### src/hdl/clk_select_map.svh
// Contract
// - six high-clock options chosen by a static option code.
// - slow clock comes from the internal slow RC, picked by the mode-select bit.
// - normal mode divides the high clock by a static factor 1 to 16.
// - slow mode instruction rate is always slow RC divided by four.
// - internal-RC options clamp the divider to 4 through 16.
// - with noise filter on, high-clock divider never goes below four.
// - noise filter acts only on the external oscillator path.
// - internal-only option frees both oscillator pins as general I/O.
// - internal-with-RTC option gives both pins to the 32768Hz crystal.
// - internal-with-RTC runs system on fast RC, RTC on the crystal.
// - external RC uses only the input pin; output pin stays general I/O.
// - external 32K crystal is the high clock and RTC ticks keep working.
// - green mode with RTC keeps crystal and fast RC, stops slow RC.
// - always-on watchdog keeps the slow RC running in that green case.
// - green entered from slow mode with stop bit set stops the fast RC.
// - fast RC is enabled only under an internal-RC option, and not in sleep or once stopped.
// - mode-select bit 0 means high clock, 1 means slow RC clock.
// - stop bit disables the selected high source; with RTC also the crystal.
// - operating mode field: 00 normal, 01 sleep, 10 green, 11 reserved.
`ifndef CLK_SELECT_MAP_SVH
`define CLK_SELECT_MAP_SVH

// register indices and byte addresses (address is four times the index)
`define OSC_MODE_REG_IDX    8'hCA
`define OSC_MODE_REG_ADDR   12'h328
`define CLK_STATUS_REG_IDX  8'hCB
`define CLK_STATUS_REG_ADDR 12'h32C

// oscillator mode register fields
`define OSCMODE_STOP_BIT    1
`define OSCMODE_SEL_BIT     2
`define OSCMODE_OPMODE_LSB  3
`define OSCMODE_OPMODE_MSB  4
`define OSCMODE_RESET       8'h01

// divider figures
`define SLOW_DIV_FACTOR     5'h04
`define LIMITED_MIN_DIV     5'h04
`define MAX_DIV_FACTOR      5'h10
`define NOISE_FILTER_LEN    4

// bus answers
`define RESP_OKAY           2'h0
`define RESP_DECERR         2'h3

`endif

### src/hdl/clk_select_pkg.sv
package clk_select_pkg;
  // high-clock option codes
  typedef enum logic [2:0] {
    OPT_INT_FAST_ONLY = 3'h0, OPT_INT_FAST_RTC = 3'h1, OPT_EXT_RC = 3'h2,
    OPT_EXT_32K = 3'h3, OPT_EXT_12M = 3'h4, OPT_EXT_4M = 3'h5
  } high_clk_e;
  // operating mode field
  typedef enum logic [1:0] {
    OPM_NORMAL = 2'h0, OPM_SLEEP = 2'h1, OPM_GREEN = 2'h2, OPM_RSVD = 2'h3
  } op_mode_e;
  // system clock source state
  typedef enum logic [1:0] {SRC_FAST = 2'b01, SRC_SLOW = 2'b10} src_e;

  typedef struct packed {
    high_clk_e   opt;
    logic        filt_on;
    logic        wdt_on;
    logic [4:0]  div_opt;
    logic [2:0]  fast_sync, slow_sync, in_sync, out_sync;
    logic        fast_lvl, slow_lvl, in_lvl, out_lvl, in_filt;
    logic [3:0]  filt_cnt;
    logic        stop_bit, sel_bit;
    op_mode_e    op_mode;
    src_e        src;
    logic [4:0]  div_cnt;
    logic        fcpu_pulse, rtc_tick;
    logic        fast_en, slow_en, ext_en, in_gpio, out_gpio;
    logic        in_o, in_oe, out_o, out_oe;
    logic        awready, wready, bvalid, arready, rvalid;
    logic        aw_got, w_got;
    logic [11:0] aw_addr;
    logic [7:0]  w_data;
    logic        w_lane0;
    logic [1:0]  bresp, rresp;
    logic [31:0] rdata;
  } state_s;
endpackage

### src/hdl/dual_clock_source_select.sv
// The implementer's own choices: the register offsets and the AXI4-Lite interface to the registers.
`timescale 1ns/100ps
`include "clk_select_map.svh"
module dual_clock_source_select (
  // clock and reset
  input  wire logic                    ref_clk_in,
  input  wire logic                    reset_in,
  // static options, caught while reset is held
  input  wire clk_select_pkg::high_clk_e opt_high_clk_in,
  input  wire logic                    opt_noise_filter_in,
  input  wire logic [4:0]              opt_fcpu_div_in,
  input  wire logic                    opt_wdt_always_on_in,
  // oscillator outputs and wake event
  input  wire logic                    internal_fast_rc_clk_in,
  input  wire logic                    internal_slow_rc_clk_in,
  input  wire logic                    wake_in,
  // oscillator pins and their general I/O side
  input  wire logic                    osc_input_pin_in,
  output logic                         osc_input_pin_out,
  output logic                         osc_input_pin_oe_out,
  input  wire logic                    osc_output_pin_in,
  output logic                         osc_output_pin_out,
  output logic                         osc_output_pin_oe_out,
  input  wire logic [1:0]              gpio_data_in,
  input  wire logic [1:0]              gpio_drive_in,
  output logic [1:0]                   gpio_read_out,
  output logic [1:0]                   gpio_free_out,
  // oscillator enables and derived rates
  output logic                         internal_fast_rc_en_out,
  output logic                         internal_slow_rc_en_out,
  output logic                         ext_osc_en_out,
  output logic                         instr_cycle_pulse_out,
  output logic                         rtc_tick_out,
  // axi4-lite slave
  input  wire logic [11:0]             s_axi_awaddr_in,
  input  wire logic                    s_axi_awvalid_in,
  output logic                         s_axi_awready_out,
  input  wire logic [31:0]             s_axi_wdata_in,
  input  wire logic [3:0]              s_axi_wstrb_in,
  input  wire logic                    s_axi_wvalid_in,
  output logic                         s_axi_wready_out,
  output logic [1:0]                   s_axi_bresp_out,
  output logic                         s_axi_bvalid_out,
  input  wire logic                    s_axi_bready_in,
  input  wire logic [11:0]             s_axi_araddr_in,
  input  wire logic                    s_axi_arvalid_in,
  output logic                         s_axi_arready_out,
  output logic [31:0]                  s_axi_rdata_out,
  output logic [1:0]                   s_axi_rresp_out,
  output logic                         s_axi_rvalid_out,
  input  wire logic                    s_axi_rready_in
);
  import clk_select_pkg::*;

  state_s s_reg;
  state_s s_next;

  // internal-RC options run the system from the fast RC
  function automatic logic is_internal(input high_clk_e o);
    return (o == OPT_INT_FAST_ONLY) || (o == OPT_INT_FAST_RTC);
  endfunction

  // crystal options own both pins
  function automatic logic is_crystal(input high_clk_e o);
    return (o == OPT_INT_FAST_RTC) || (o == OPT_EXT_32K) ||
           (o == OPT_EXT_12M) || (o == OPT_EXT_4M);
  endfunction

  // effective divider; 0 or above 16 falls back to the nearest legal value
  function automatic logic [4:0] eff_div(input logic [4:0] d, input high_clk_e o,
                                         input logic filt);
    logic [4:0] r;
    r = (d == 5'h00) ? 5'h01 : ((d > `MAX_DIV_FACTOR) ? `MAX_DIV_FACTOR : d);
    if ((is_internal(o) || filt) && (r < `LIMITED_MIN_DIV))
      r = `LIMITED_MIN_DIV;
    return r;
  endfunction

  logic       fast_rise;
  logic       slow_rise;
  logic       ext_rise;
  logic       hi_tick;
  logic       src_tick;
  logic [4:0] target;
  logic       want_slow;
  logic       aw_take;
  logic       w_take;
  logic       ext_opt;
  logic       green_rtc;

  // next-state logic for the whole block
  always_comb begin
    s_next = s_reg;
    ext_opt = !is_internal(s_reg.opt);

    // three-stage sampling; a level counts once stages two and three agree
    s_next.fast_sync = {s_reg.fast_sync[1:0], internal_fast_rc_clk_in};
    s_next.slow_sync = {s_reg.slow_sync[1:0], internal_slow_rc_clk_in};
    s_next.in_sync   = {s_reg.in_sync[1:0], osc_input_pin_in};
    s_next.out_sync  = {s_reg.out_sync[1:0], osc_output_pin_in};
    if (s_reg.fast_sync[1] == s_reg.fast_sync[2]) s_next.fast_lvl = s_reg.fast_sync[2];
    if (s_reg.slow_sync[1] == s_reg.slow_sync[2]) s_next.slow_lvl = s_reg.slow_sync[2];
    if (s_reg.in_sync[1] == s_reg.in_sync[2])     s_next.in_lvl = s_reg.in_sync[2];
    if (s_reg.out_sync[1] == s_reg.out_sync[2])   s_next.out_lvl = s_reg.out_sync[2];
    fast_rise = s_next.fast_lvl & ~s_reg.fast_lvl;
    slow_rise = s_next.slow_lvl & ~s_reg.slow_lvl;

    // low-pass on the external path only: a level must hold for a few samples
    if (s_reg.filt_on && ext_opt) begin
      if (s_reg.in_lvl == s_reg.in_filt) begin
        s_next.filt_cnt = 4'h0;
      end else if (s_reg.filt_cnt == 4'(`NOISE_FILTER_LEN - 1)) begin
        s_next.filt_cnt = 4'h0;
        s_next.in_filt = s_reg.in_lvl;
      end else begin
        s_next.filt_cnt = s_reg.filt_cnt + 4'h1;
      end
    end else begin
      s_next.filt_cnt = 4'h0;
      s_next.in_filt = s_reg.in_lvl;
    end
    ext_rise = s_next.in_filt & ~s_reg.in_filt;

    // high clock: fast RC for internal options, otherwise the input pin
    hi_tick = is_internal(s_reg.opt) ? fast_rise : ext_rise;
    // real-time tick from the crystal in the two options that keep it
    s_next.rtc_tick = ((s_reg.opt == OPT_INT_FAST_RTC) || (s_reg.opt == OPT_EXT_32K)) &&
                      ext_rise;

    // divider; the source only changes right after the count completes a full cycle
    want_slow = s_reg.sel_bit;
    src_tick = (s_reg.src == SRC_SLOW) ? slow_rise : hi_tick;
    target = (s_reg.src == SRC_SLOW) ? `SLOW_DIV_FACTOR :
             eff_div(s_reg.div_opt, s_reg.opt, s_reg.filt_on);
    s_next.fcpu_pulse = 1'b0;
    if (src_tick) begin
      if (s_reg.div_cnt >= target - 5'h01) begin
        s_next.div_cnt = 5'h00;
        // the cpu sleeps in green and sleep modes, so no cycles are issued
        s_next.fcpu_pulse = (s_reg.op_mode == OPM_NORMAL);
        s_next.src = want_slow ? SRC_SLOW : SRC_FAST;
      end else begin
        s_next.div_cnt = s_reg.div_cnt + 5'h01;
      end
    end

    // wake returns the cpu to normal; a write in the same cycle still lands
    if (wake_in) s_next.op_mode = OPM_NORMAL;

    // axi write: address and data may come in either order
    aw_take = s_axi_awvalid_in && s_reg.awready;
    w_take = s_axi_wvalid_in && s_reg.wready;
    if (aw_take) begin
      s_next.aw_got = 1'b1;
      s_next.aw_addr = s_axi_awaddr_in;
    end
    if (w_take) begin
      s_next.w_got = 1'b1;
      s_next.w_data = s_axi_wdata_in[7:0];
      s_next.w_lane0 = s_axi_wstrb_in[0];
    end
    if (s_reg.bvalid && s_axi_bready_in) s_next.bvalid = 1'b0;
    if (s_next.aw_got && s_next.w_got && !s_reg.bvalid) begin
      s_next.aw_got = 1'b0;
      s_next.w_got = 1'b0;
      s_next.bvalid = 1'b1;
      s_next.bresp = `RESP_OKAY;
      if (s_next.aw_addr[11:2] == 10'(`OSC_MODE_REG_ADDR >> 2)) begin
        if (s_next.w_lane0) begin
          s_next.stop_bit = s_next.w_data[`OSCMODE_STOP_BIT];
          s_next.sel_bit = s_next.w_data[`OSCMODE_SEL_BIT];
          // the reserved code is ignored and the field keeps its value
          if (s_next.w_data[`OSCMODE_OPMODE_MSB:`OSCMODE_OPMODE_LSB] != OPM_RSVD)
            s_next.op_mode = op_mode_e'(s_next.w_data[`OSCMODE_OPMODE_MSB:
                                                      `OSCMODE_OPMODE_LSB]);
        end
      end else if (s_next.aw_addr[11:2] != `CLK_STATUS_REG_ADDR >> 2) begin
        s_next.bresp = `RESP_DECERR;
      end
    end
    s_next.awready = !s_next.aw_got && !s_next.bvalid;
    s_next.wready = !s_next.w_got && !s_next.bvalid;

    // axi read: one beat, unmapped reads return zero with a decode error
    if (s_reg.rvalid && s_axi_rready_in) s_next.rvalid = 1'b0;
    if (s_axi_arvalid_in && s_reg.arready) begin
      s_next.rvalid = 1'b1;
      s_next.rresp = `RESP_OKAY;
      s_next.rdata = 32'h0000_0000;
      if (s_axi_araddr_in[11:2] == `OSC_MODE_REG_ADDR >> 2) begin
        s_next.rdata[7:0] = {3'h0, s_reg.op_mode, s_reg.sel_bit, s_reg.stop_bit, 1'b1};
      end else if (s_axi_araddr_in[11:2] == `CLK_STATUS_REG_ADDR >> 2) begin
        s_next.rdata[9:0] = {s_reg.opt[2:0], s_reg.src == SRC_SLOW, s_reg.fast_en,
                             s_reg.slow_en, s_reg.ext_en, s_reg.in_gpio,
                             s_reg.out_gpio, s_reg.filt_on};
      end else begin
        s_next.rresp = `RESP_DECERR;
      end
    end
    s_next.arready = !s_next.rvalid;

    // oscillator enables; the stop bit only bites once the slow clock is in use
    green_rtc = (s_next.op_mode == OPM_GREEN) && (s_reg.opt == OPT_INT_FAST_RTC);
    s_next.fast_en = is_internal(s_reg.opt) && (s_next.op_mode != OPM_SLEEP) &&
                     !(s_next.stop_bit && s_next.sel_bit && s_next.src == SRC_SLOW);
    s_next.ext_en = is_crystal(s_reg.opt) || ext_opt;
    s_next.ext_en = s_next.ext_en && (s_next.op_mode != OPM_SLEEP) &&
                    !(s_next.stop_bit && s_next.sel_bit && s_next.src == SRC_SLOW) &&
                    (s_reg.opt != OPT_INT_FAST_ONLY);
    s_next.slow_en = s_reg.wdt_on ||
                     ((s_next.op_mode != OPM_SLEEP) && !green_rtc);

    // pin ownership by option
    s_next.in_gpio = (s_reg.opt == OPT_INT_FAST_ONLY);
    s_next.out_gpio = (s_reg.opt == OPT_INT_FAST_ONLY) ||
                      (s_reg.opt == OPT_EXT_RC);
    s_next.in_o = gpio_data_in[0];
    s_next.in_oe = s_next.in_gpio && gpio_drive_in[0];
    // crystal amplifier: drive the inverse of the input while it runs
    s_next.out_o = s_next.out_gpio ? gpio_data_in[1] : ~s_reg.in_lvl;
    s_next.out_oe = s_next.out_gpio ? gpio_drive_in[1] :
                    (is_crystal(s_reg.opt) && s_next.ext_en);
  end

  // state register; options are caught only while reset is held
  always_ff @(posedge ref_clk_in) begin
    if (reset_in) begin
      s_reg <= '0;
      s_reg.opt <= opt_high_clk_in;
      s_reg.filt_on <= opt_noise_filter_in;
      s_reg.div_opt <= opt_fcpu_div_in;
      s_reg.wdt_on <= opt_wdt_always_on_in;
      s_reg.op_mode <= OPM_NORMAL;
      s_reg.src <= SRC_FAST;
      s_reg.slow_en <= 1'b1;
    end else begin
      s_reg <= s_next;
    end
  end

  // outputs straight from the state register
  assign osc_input_pin_out       = s_reg.in_o;
  assign osc_input_pin_oe_out    = s_reg.in_oe;
  assign osc_output_pin_out      = s_reg.out_o;
  assign osc_output_pin_oe_out   = s_reg.out_oe;
  assign gpio_read_out           = {s_reg.out_lvl, s_reg.in_lvl};
  assign gpio_free_out           = {s_reg.out_gpio, s_reg.in_gpio};
  assign internal_fast_rc_en_out = s_reg.fast_en;
  assign internal_slow_rc_en_out = s_reg.slow_en;
  assign ext_osc_en_out          = s_reg.ext_en;
  assign instr_cycle_pulse_out   = s_reg.fcpu_pulse;
  assign rtc_tick_out            = s_reg.rtc_tick;
  assign s_axi_awready_out       = s_reg.awready;
  assign s_axi_wready_out        = s_reg.wready;
  assign s_axi_bresp_out         = s_reg.bresp;
  assign s_axi_bvalid_out        = s_reg.bvalid;
  assign s_axi_arready_out       = s_reg.arready;
  assign s_axi_rdata_out         = s_reg.rdata;
  assign s_axi_rresp_out         = s_reg.rresp;
  assign s_axi_rvalid_out        = s_reg.rvalid;

  // checks on the block's own behaviour
  a_int_pins_free: assert property (@(posedge ref_clk_in) disable iff (reset_in)
    s_reg.opt == OPT_INT_FAST_ONLY |=> gpio_free_out == 2'b11)
    else $error("internal-only option must free both pins");
  a_rtc_pins_owned: assert property (@(posedge ref_clk_in) disable iff (reset_in)
    s_reg.opt == OPT_INT_FAST_RTC |=> gpio_free_out == 2'b00)
    else $error("rtc option must own both pins");
  a_ext_rc_pins: assert property (@(posedge ref_clk_in) disable iff (reset_in)
    s_reg.opt == OPT_EXT_RC |=> gpio_free_out == 2'b10)
    else $error("external rc must leave only the output pin free");
  a_ext_fast_off: assert property (@(posedge ref_clk_in) disable iff (reset_in)
    !is_internal(s_reg.opt) |=> !internal_fast_rc_en_out)
    else $error("fast rc running under an external option");
  a_green_rtc_slow: assert property (@(posedge ref_clk_in) disable iff (reset_in)
    s_next.op_mode == OPM_GREEN && s_reg.opt == OPT_INT_FAST_RTC
      |=> internal_slow_rc_en_out == s_reg.wdt_on)
    else $error("slow rc state wrong in rtc green mode");
  a_slow_div_four: assert property (@(posedge ref_clk_in) disable iff (reset_in)
    s_reg.fcpu_pulse && s_reg.src == SRC_SLOW && $past(s_reg.src) == SRC_SLOW
      |-> $past(s_reg.div_cnt) == 5'h03)
    else $error("slow mode cycle is not four slow edges");
  a_div_floor: assert property (@(posedge ref_clk_in) disable iff (reset_in)
    s_reg.fcpu_pulse && s_reg.src == SRC_FAST && (is_internal(s_reg.opt) || s_reg.filt_on)
      && $past(s_reg.src) == SRC_FAST |-> $past(s_reg.div_cnt) >= 5'h03)
    else $error("limited divider issued a cycle too soon");
  a_no_cycle_asleep: assert property (@(posedge ref_clk_in) disable iff (reset_in)
    $rose(s_reg.fcpu_pulse) |-> $past(s_reg.op_mode) == OPM_NORMAL && s_reg.div_cnt == 5'h00)
    else $error("instruction cycle out of place");
  a_bvalid_hold: assert property (@(posedge ref_clk_in) disable iff (reset_in)
    s_axi_bvalid_out && !s_axi_bready_in |=> s_axi_bvalid_out)
    else $error("write response dropped before accepted");

  // oscillator enables follow the option, the mode field and the stop bit; no cycles while idle
  a_fast_on_int: assert property (@(posedge ref_clk_in) disable iff (reset_in)
    is_internal(s_reg.opt) && s_next.op_mode == OPM_NORMAL && !s_next.stop_bit
      |=> internal_fast_rc_en_out)
    else $error("fast rc stopped under an internal option");
  a_green_rtc_run: assert property (@(posedge ref_clk_in) disable iff (reset_in)
    s_next.op_mode == OPM_GREEN && s_reg.opt == OPT_INT_FAST_RTC && !s_next.stop_bit
      |=> internal_fast_rc_en_out && ext_osc_en_out)
    else $error("rtc green mode lost the fast rc or the crystal");
  a_slow_wdt_kept: assert property (@(posedge ref_clk_in) disable iff (reset_in)
    s_reg.wdt_on |=> internal_slow_rc_en_out)
    else $error("slow rc stopped while the watchdog must run");
  a_stop_rtc_both: assert property (@(posedge ref_clk_in) disable iff (reset_in)
    s_next.stop_bit && s_next.sel_bit && s_next.src == SRC_SLOW &&
      s_reg.opt == OPT_INT_FAST_RTC |=> !internal_fast_rc_en_out && !ext_osc_en_out)
    else $error("stop bit left a high source running");
  a_green_fast_stop: assert property (@(posedge ref_clk_in) disable iff (reset_in)
    s_next.op_mode == OPM_GREEN && s_next.stop_bit && s_next.sel_bit &&
      s_next.src == SRC_SLOW |=> !internal_fast_rc_en_out)
    else $error("fast rc kept in green mode entered from slow with stop set");
  a_sleep_all_off: assert property (@(posedge ref_clk_in) disable iff (reset_in)
    s_next.op_mode == OPM_SLEEP |=> !internal_fast_rc_en_out && !ext_osc_en_out &&
      internal_slow_rc_en_out == s_reg.wdt_on)
    else $error("an oscillator kept running in sleep mode");
  a_no_pulse_idle: assert property (@(posedge ref_clk_in) disable iff (reset_in)
    s_reg.op_mode != OPM_NORMAL |=> !instr_cycle_pulse_out)
    else $error("instruction cycle issued while the cpu is idle");
  // pins and the external clock path
  a_crystal_amp: assert property (@(posedge ref_clk_in) disable iff (reset_in)
    is_crystal(s_reg.opt) && s_next.ext_en |=> osc_output_pin_oe_out)
    else $error("crystal option does not drive the output pin");
  a_filter_bypass: assert property (@(posedge ref_clk_in) disable iff (reset_in)
    !s_reg.filt_on || is_internal(s_reg.opt) |=> s_reg.in_filt == $past(s_reg.in_lvl))
    else $error("noise filter acting outside the external path");
  a_rtc_tick_only: assert property (@(posedge ref_clk_in) disable iff (reset_in)
    rtc_tick_out |-> s_reg.opt == OPT_INT_FAST_RTC || s_reg.opt == OPT_EXT_32K)
    else $error("rtc tick under an option without a crystal rtc");
  // divider and source switch
  a_div_ceiling: assert property (@(posedge ref_clk_in) disable iff (reset_in)
    s_reg.div_cnt < `MAX_DIV_FACTOR)
    else $error("divider count beyond the largest factor");
  a_src_at_cycle: assert property (@(posedge ref_clk_in) disable iff (reset_in)
    $changed(s_reg.src) |-> s_reg.div_cnt == 5'h00)
    else $error("clock source switched inside an instruction cycle");
  // bus handshakes
  a_rvalid_hold: assert property (@(posedge ref_clk_in) disable iff (reset_in)
    s_axi_rvalid_out && !s_axi_rready_in |=> s_axi_rvalid_out && $stable(s_axi_rdata_out))
    else $error("read data dropped or changed before accepted");
  a_ready_low: assert property (@(posedge ref_clk_in) disable iff (reset_in)
    s_axi_bvalid_out |-> !s_axi_awready_out && !s_axi_wready_out)
    else $error("write channel ready while a response is pending");
endmodule // dual_clock_source_select

### config.mk
export PLATFORM = sky130hd
export DESIGN_NAME = dual_clock_source_select
export DESIGN_NICKNAME = d
export VERILOG_FILES = /design/src/hdl/clk_select_pkg.sv /design/src/hdl/dual_clock_source_select.sv
export VERILOG_INCLUDE_DIRS = /design/src /design/src/hdl
export SDC_FILE = /design/constraint.sdc
export NUM_CORES = 1
export LEC_CHECK = 0
export CORE_MARGIN = 8
export CORE_UTILIZATION = 33
export DETAILED_ROUTE_END_ITERATION = 8
export DONT_BUFFER_PORTS = 1
export PLACE_DENSITY = 0.52
export RECOVER_POWER = 50
export SLEW_MARGIN = 20
export SYNTH_ARGS = -nofsm -noshare
export SYNTH_HDL_FRONTEND = slang
export SYNTH_SLANG_ARGS = --single-unit
### constraint.sdc
create_clock -name ref_clk_in -period 3.16 [get_ports ref_clk_in]
set_input_delay 0.316 -clock ref_clk_in [delete_from_list [all_inputs] [get_ports ref_clk_in]]
set_output_delay 0.316 -clock ref_clk_in [all_outputs]
set_load 0.01 [all_outputs]
After elaboration in Yosys (flattened, before gate mapping)
Index checks and enable logic that the tools add are counted.
{"block": "op_classes", "n_addsub": 3, "n_bitwise": 10, "reduce_logical": 45, "eq_ne": 20, "n_mux": 41, "order_cmp": 3}
{"op": "equality test 10 x 8 -> 1 bit, second input constant", "n": 3}
{"op": "2-to-1 mux 5 bit", "n": 6}
{"op": "logical AND 1 bit", "n": 23}
{"op": "2-to-1 mux 2 bit", "n": 10}
{"op": "2-to-1 mux 4 bit", "n": 5}
{"op": "2-to-1 mux 8 bit", "n": 2}
{"op": "2-to-1 mux 1 bit", "n": 15}
{"op": "2-to-1 mux 12 bit", "n": 1}
{"op": "2-to-1 mux 10 bit", "n": 1}
{"op": "inequality test 10 x 8 -> 1 bit, second input constant", "n": 1}
{"op": "logical NOT 1 bit", "n": 8}
{"op": "logical OR 1 bit", "n": 8}
{"op": "NOT 1 bit", "n": 7}
{"op": "equality test 2 bit, second input constant", "n": 3}
{"op": "equality test 3 x 2 -> 1 bit, second input constant", "n": 2}
{"op": "equality test 3 bit, second input constant", "n": 2}
{"op": "2-to-1 mux 6 bit", "n": 1}
{"op": "adder 5 x 1 -> 5 bit, second input constant", "n": 1}
{"op": "equality test 1 bit", "n": 5}
{"op": "greater-or-equal comparator 5 bit", "n": 1}
{"op": "greater-than comparator 5 bit, second input constant", "n": 1}
{"op": "logical NOT 5 bit", "n": 1}
{"op": "< comparator 5 x 3 -> 1 bit, second input constant", "n": 1}
{"op": "subtractor 5 x 1 -> 5 bit, second input constant", "n": 1}
{"op": "other kinds (11)", "n": 13}
{"block": "word_totals", "regBits": 92, "inputBits": 86, "output_inout_bits": 54}

Longest topological paths before layout
{"block": "logic_depth", "ltp_word": 18, "mapped_depth": 15, "ltp_nobuf": 14}

Least setup slack after synthesis
OpenSTA, ideal clock, no wires.
{"block": "synth_path", "path_kind": "reg2reg", "startpoint": "register s_reg, in the netlist s_next[116]", "endpoint": "register s_reg, in the netlist osc_output_pin_oe_out", "path_buffers": 1, "stages_incl_launch_ff": 16, "arrival_ns": 3.155, "setup_ns": 0.084, "path_slack_ns": -0.079, "synth_period_minus_slack_ns": 3.239, "cell_sequence": "edfxtp_1 buf_2 nor2_1 nor2_1 o311a_1 o21ai_1 ha_1 nand3_1 o32ai_1 nand2_1 ha_1 a21o_1 a31oi_1 or3b_4 a22oi_4 o31ai_2"}
{"block": "synth_between", "elab_chain_len": 17, "elab_cells_between_ends": 35}
{"item": "from (decl)", "line_no": "dual_clock_source_select.sv:55", "rtl": "state_s s_reg;"}
{"item": "from (signal assigned)", "line_no": "dual_clock_source_select.sv:237", "rtl": "s_reg <= s_next;"}
{"item": "equality test 3 x 1 -> 1 bit / logical NOT 3 bit (equally long branches)", "line_no": "dual_clock_source_select.sv:60, dual_clock_source_select.sv:65, dual_clock_source_select.sv:215"}
{"item": "logical OR 1 bit", "line_no": "dual_clock_source_select.sv:60", "rtl": "return (o == OPT_INT_FAST_ONLY) || (o == OPT_INT_FAST_RTC);"}
{"item": "logical OR 1 bit", "line_no": "dual_clock_source_select.sv:74", "rtl": "if ((is_internal(o) || filt) && (r < `LIMITED_MIN_DIV))"}
{"item": "logical AND 1 bit", "line_no": "dual_clock_source_select.sv:74"}
{"item": "2-to-1 mux 5 bit", "line_no": "dual_clock_source_select.sv:74"}
{"item": "2-to-1 mux 5 bit", "line_no": "dual_clock_source_select.sv:133", "rtl": "target = (s_reg.src == SRC_SLOW) ? `SLOW_DIV_FACTOR :"}
{"item": "subtractor 5 x 1 -> 5 bit", "line_no": "dual_clock_source_select.sv:137", "rtl": "if (s_reg.div_cnt >= target - 5'h01) begin"}
{"item": "greater-or-equal comparator 5 bit", "line_no": "dual_clock_source_select.sv:137"}
{"item": "2-to-1 mux 2 bit", "line_no": "dual_clock_source_select.sv:137"}
{"item": "2-to-1 mux 8 bit", "line_no": "dual_clock_source_select.sv:136", "rtl": "if (src_tick) begin"}
{"item": "equality test 2 bit", "line_no": "dual_clock_source_select.sv:208", "rtl": "!(s_next.stop_bit && s_next.sel_bit && s_next.src == SRC_SLOW) &&"}
{"item": "logical AND 1 bit", "line_no": "dual_clock_source_select.sv:208"}
{"item": "logical NOT 1 bit", "line_no": "dual_clock_source_select.sv:208"}
{"item": "logical AND 1 bit", "line_no": "dual_clock_source_select.sv:207", "rtl": "s_next.ext_en = s_next.ext_en && (s_next.op_mode != OPM_SLEEP) &&"}
{"item": "logical AND 1 bit", "line_no": "dual_clock_source_select.sv:208"}
{"item": "logical AND 1 bit", "line_no": "dual_clock_source_select.sv:222", "rtl": "(is_crystal(s_reg.opt) && s_next.ext_en);"}
{"item": "2-to-1 mux 1 bit *", "line_no": "dual_clock_source_select.sv:221", "rtl": "s_next.out_oe = s_next.out_gpio ? gpio_drive_in[1] :"}
Mark *: on every way between the ends. The rest lies on a longest branch, timed or not.
A chain may end at the register's enable or synchronous reset.

Final worst setup path
Ends and elaborated chain as after synthesis.

==> reports/metrics.cfg <==
[timing]
fin_ws_ps=181.9
fin_setup_tns_ps=0
finClkSkew_ps=6.241
fmaxAchievable_ghz=0.3358
min_period_ps=2978
slew_violations=0
setup_viol=0
rsz0062_at_grt=no
hold_viol_final=0
worst_pin_slew_ps=599.5
finalCritPeriodShare_pct=94.24
relSlewSlack_pct=59.93

[global_routing]
overflow=0
grt_max_degree=82
antenna_found_initial=0
grt_usage_pct=10.47
grt_pass1_wl_um=13320
grt_pass1_vias=2606

[logic_synthesis]
ys_ff_latch=87
synth_area_um2=3890
synth_edf_count=10
synth_area_leaders=dfxtp_1, buf_4, edfxtp_1
synth_cells=422
synth-seq-area-share_pct=47.35
synthArstFlopShare_pct=0
synth_flop_cell=dfxtp_1
synth.largest_area_cell=dfxtp_1
ys_warn_count=0
synth_top_area_share_pct=39.63
postSynthAreaPerCell_um2=9.218
ys_types=58

[clocking]
clkLatencyLatePin_ps=340
tritoncts=built
cts_made_buffers=9
cts_max_level=3
cts_root_buf=clkbuf_16
hold_buffers=0
path_clk_slew_ps=70
numClockSinks=87
ctsLongestPathBuffers=2

[worst_setup_path]
critPathMaxFanout=4
crit_path_end_kind=flip-flop
path_class=reg -> reg
critical_path_required_ps=3390
worstRegToRegCells=14
cp-start-kind=flip-flop
timing.critical_path.arrival_ps=3200

[final_layout]
largest_reg_flops=38
final_common_cell=dfxtp_1
layout-drive-gt1-share_pct=12.50
fill_cells=1170
nets=505
n_antenna_cell=0
seq_area_um2=1842
design_area_um2=4202
most-common-layout-cells=dfxtp_1, nor2_1, nand2_1
multi_input_area_um2=1772
area_delta_synth_final_pct=8.009

[floorplan]
die_h_um=124.6
coreArea_um2=11470
die_w_um=124.6
die_area_um2=15520
start_util_pct=33.92
rows=39
io_pins=140

[place]
gp_congestion=0.7330
place_ws_ps=86.56
dpl.hpwl_um=6222
dpl-instance-area_um2=3866
port_buffers=0

[route]
ant_nets=0
vias=2687
post_drt_wl_per_cell_um=14.77
drc=0
first_iter_violations=100
drt_wl_total_um=8256
firstDrtPassIters=4
avgViaCountPerCell=4.807

[power_and_ir_drop]
p_total_mw=2.385
max-vdd-ir-drop_uv=389.5
p_per_area_nw_per_um2=567.7
leakagePower_nw=1.537

[hold_path]
worstHoldPathType=in -> reg
min_path_cells=1

[flow_run]
cap_violations=0

[run_status]
outcome=completed

through the flow:
| stage | hold slack (ps) | instances | utilization (%) |
|---|---|---|---|
| 2_1_floorplan | 413.8 | 443 | - |
| 3_3_place_gp | 397.1 | 541 | 33.72 |
| 3_5_place_dp | 398.0 | 541 | 33.72 |
| 4_1_cts | 27.72 | 557 | 36.27 |
| 5_1_grt | 42.89 | 559 | 36.64 |
| 6_report | 58.04 | 559 | 36.64 |
Yosys cell counts, types with 2 or more instances:
| cell | count |
|---|---|
| o21ai_0 | 7 |
| a21oi_1 | 31 |
| nand2b_1 | 9 |
| inv_1 | 8 |
| and2_1 | 4 |
| nand3b_1 | 2 |
| nand2_1 | 46 |
| a211oi_1 | 3 |
| clkbuf_1 | 10 |
| buf_1 | 3 |
| dfxtp_1 | 77 |
| a21o_1 | 3 |
| mux2i_1 | 6 |
| nor2b_1 | 19 |
| nor4_1 | 6 |
| nor2_1 | 48 |
| buf_4 | 40 |
| xnor2_1 | 3 |
| o21ai_1 | 6 |
| and3_1 | 2 |
| mux2_2 | 6 |
| a22oi_1 | 6 |
| a31oi_1 | 2 |
| nand4_1 | 2 |
| ha_1 | 8 |
| nand3_1 | 12 |
| nor4b_1 | 2 |
| nor3_1 | 11 |
| or3b_4 | 2 |
| edfxtp_1 | 10 |
final timing paths:
path                     startpoint                          endpoint  slack (ps)
max           s_next[116]$_DFFE_PP_  osc_output_pin_oe_out$_SDFF_PP0_         180
min                        reset_in     osc_output_pin_out$_SDFF_PP0_          60
max reg2reg   s_next[116]$_DFFE_PP_  osc_output_pin_oe_out$_SDFF_PP0_         180
min reg2reg  s_next[105]$_SDFF_PP0_            s_next[106]$_SDFF_PP0_         440
critical path: stages, from the launching register on:
cell      delay, ps
edfxtp_1        400
nor2_2          140
nor2_1           70
o311a_1         300
o21ai_1         110
ha_2            210
nand3_1          90
o32ai_2         190
nand2_1         120
ha_4            310
a21o_1          160
a31oi_4          60
or3b_4          420
a22oi_4         180
o31ai_2         100
power by group:
| part | internal, mW | switching (mW) | total, mW |
|---|---|---|---|
| clock | 0.582 | 0.442 | 1.02 |
| sequential | 1.16 | 0.0347 | 1.20 |
| combinational | 0.0705 | 0.0952 | 0.166 |
cell type report:
type,count,area share (%)
well taps,143,4.258
clock buffers,11,6.015
clock inverters,5,0.9529
repair buffers,12,2.055
flip-flops and latches,87,43.84
inverters,8,0.7147
multi-input cells,293,42.17
cell families (layout without fill, tap and decap cells):
kind of cell	count (synthesis)	in the layout	synth area share, %
and+or+nand+nor	174	174	22.80
muxes	13	13	3.634
other	1	22	0.09640
adders and majority gates	8	8	2.573
buffers and inverters	63	36	10.16
xor gates and xnor gates	4	4	0.9008
DFF	87	87	47.35
AOI/OAI and AO/OA	72	72	12.48
layer usage:
metal / track usage [%] / vias up / wire (um) / part of all wire [%]
met4: 5.103 / 0 / 158 / 1.9
met3: 5.362 / 12 / 804 / 9.7
met1: 11.97 / 1233 / 3656 / 44
li1: - / 1369 / - / -
met5: 0 / - / 0 / 0
met2: 15.81 / 73 / 3636 / 44
repair_timing:
item / in CTS / in global routing
resized for setup: 0 / 5
setup buffers: 0 / 2
endpoints found under the setup margin: 0 / 9
Note: power is estimated with default switching activity, not from simulation.
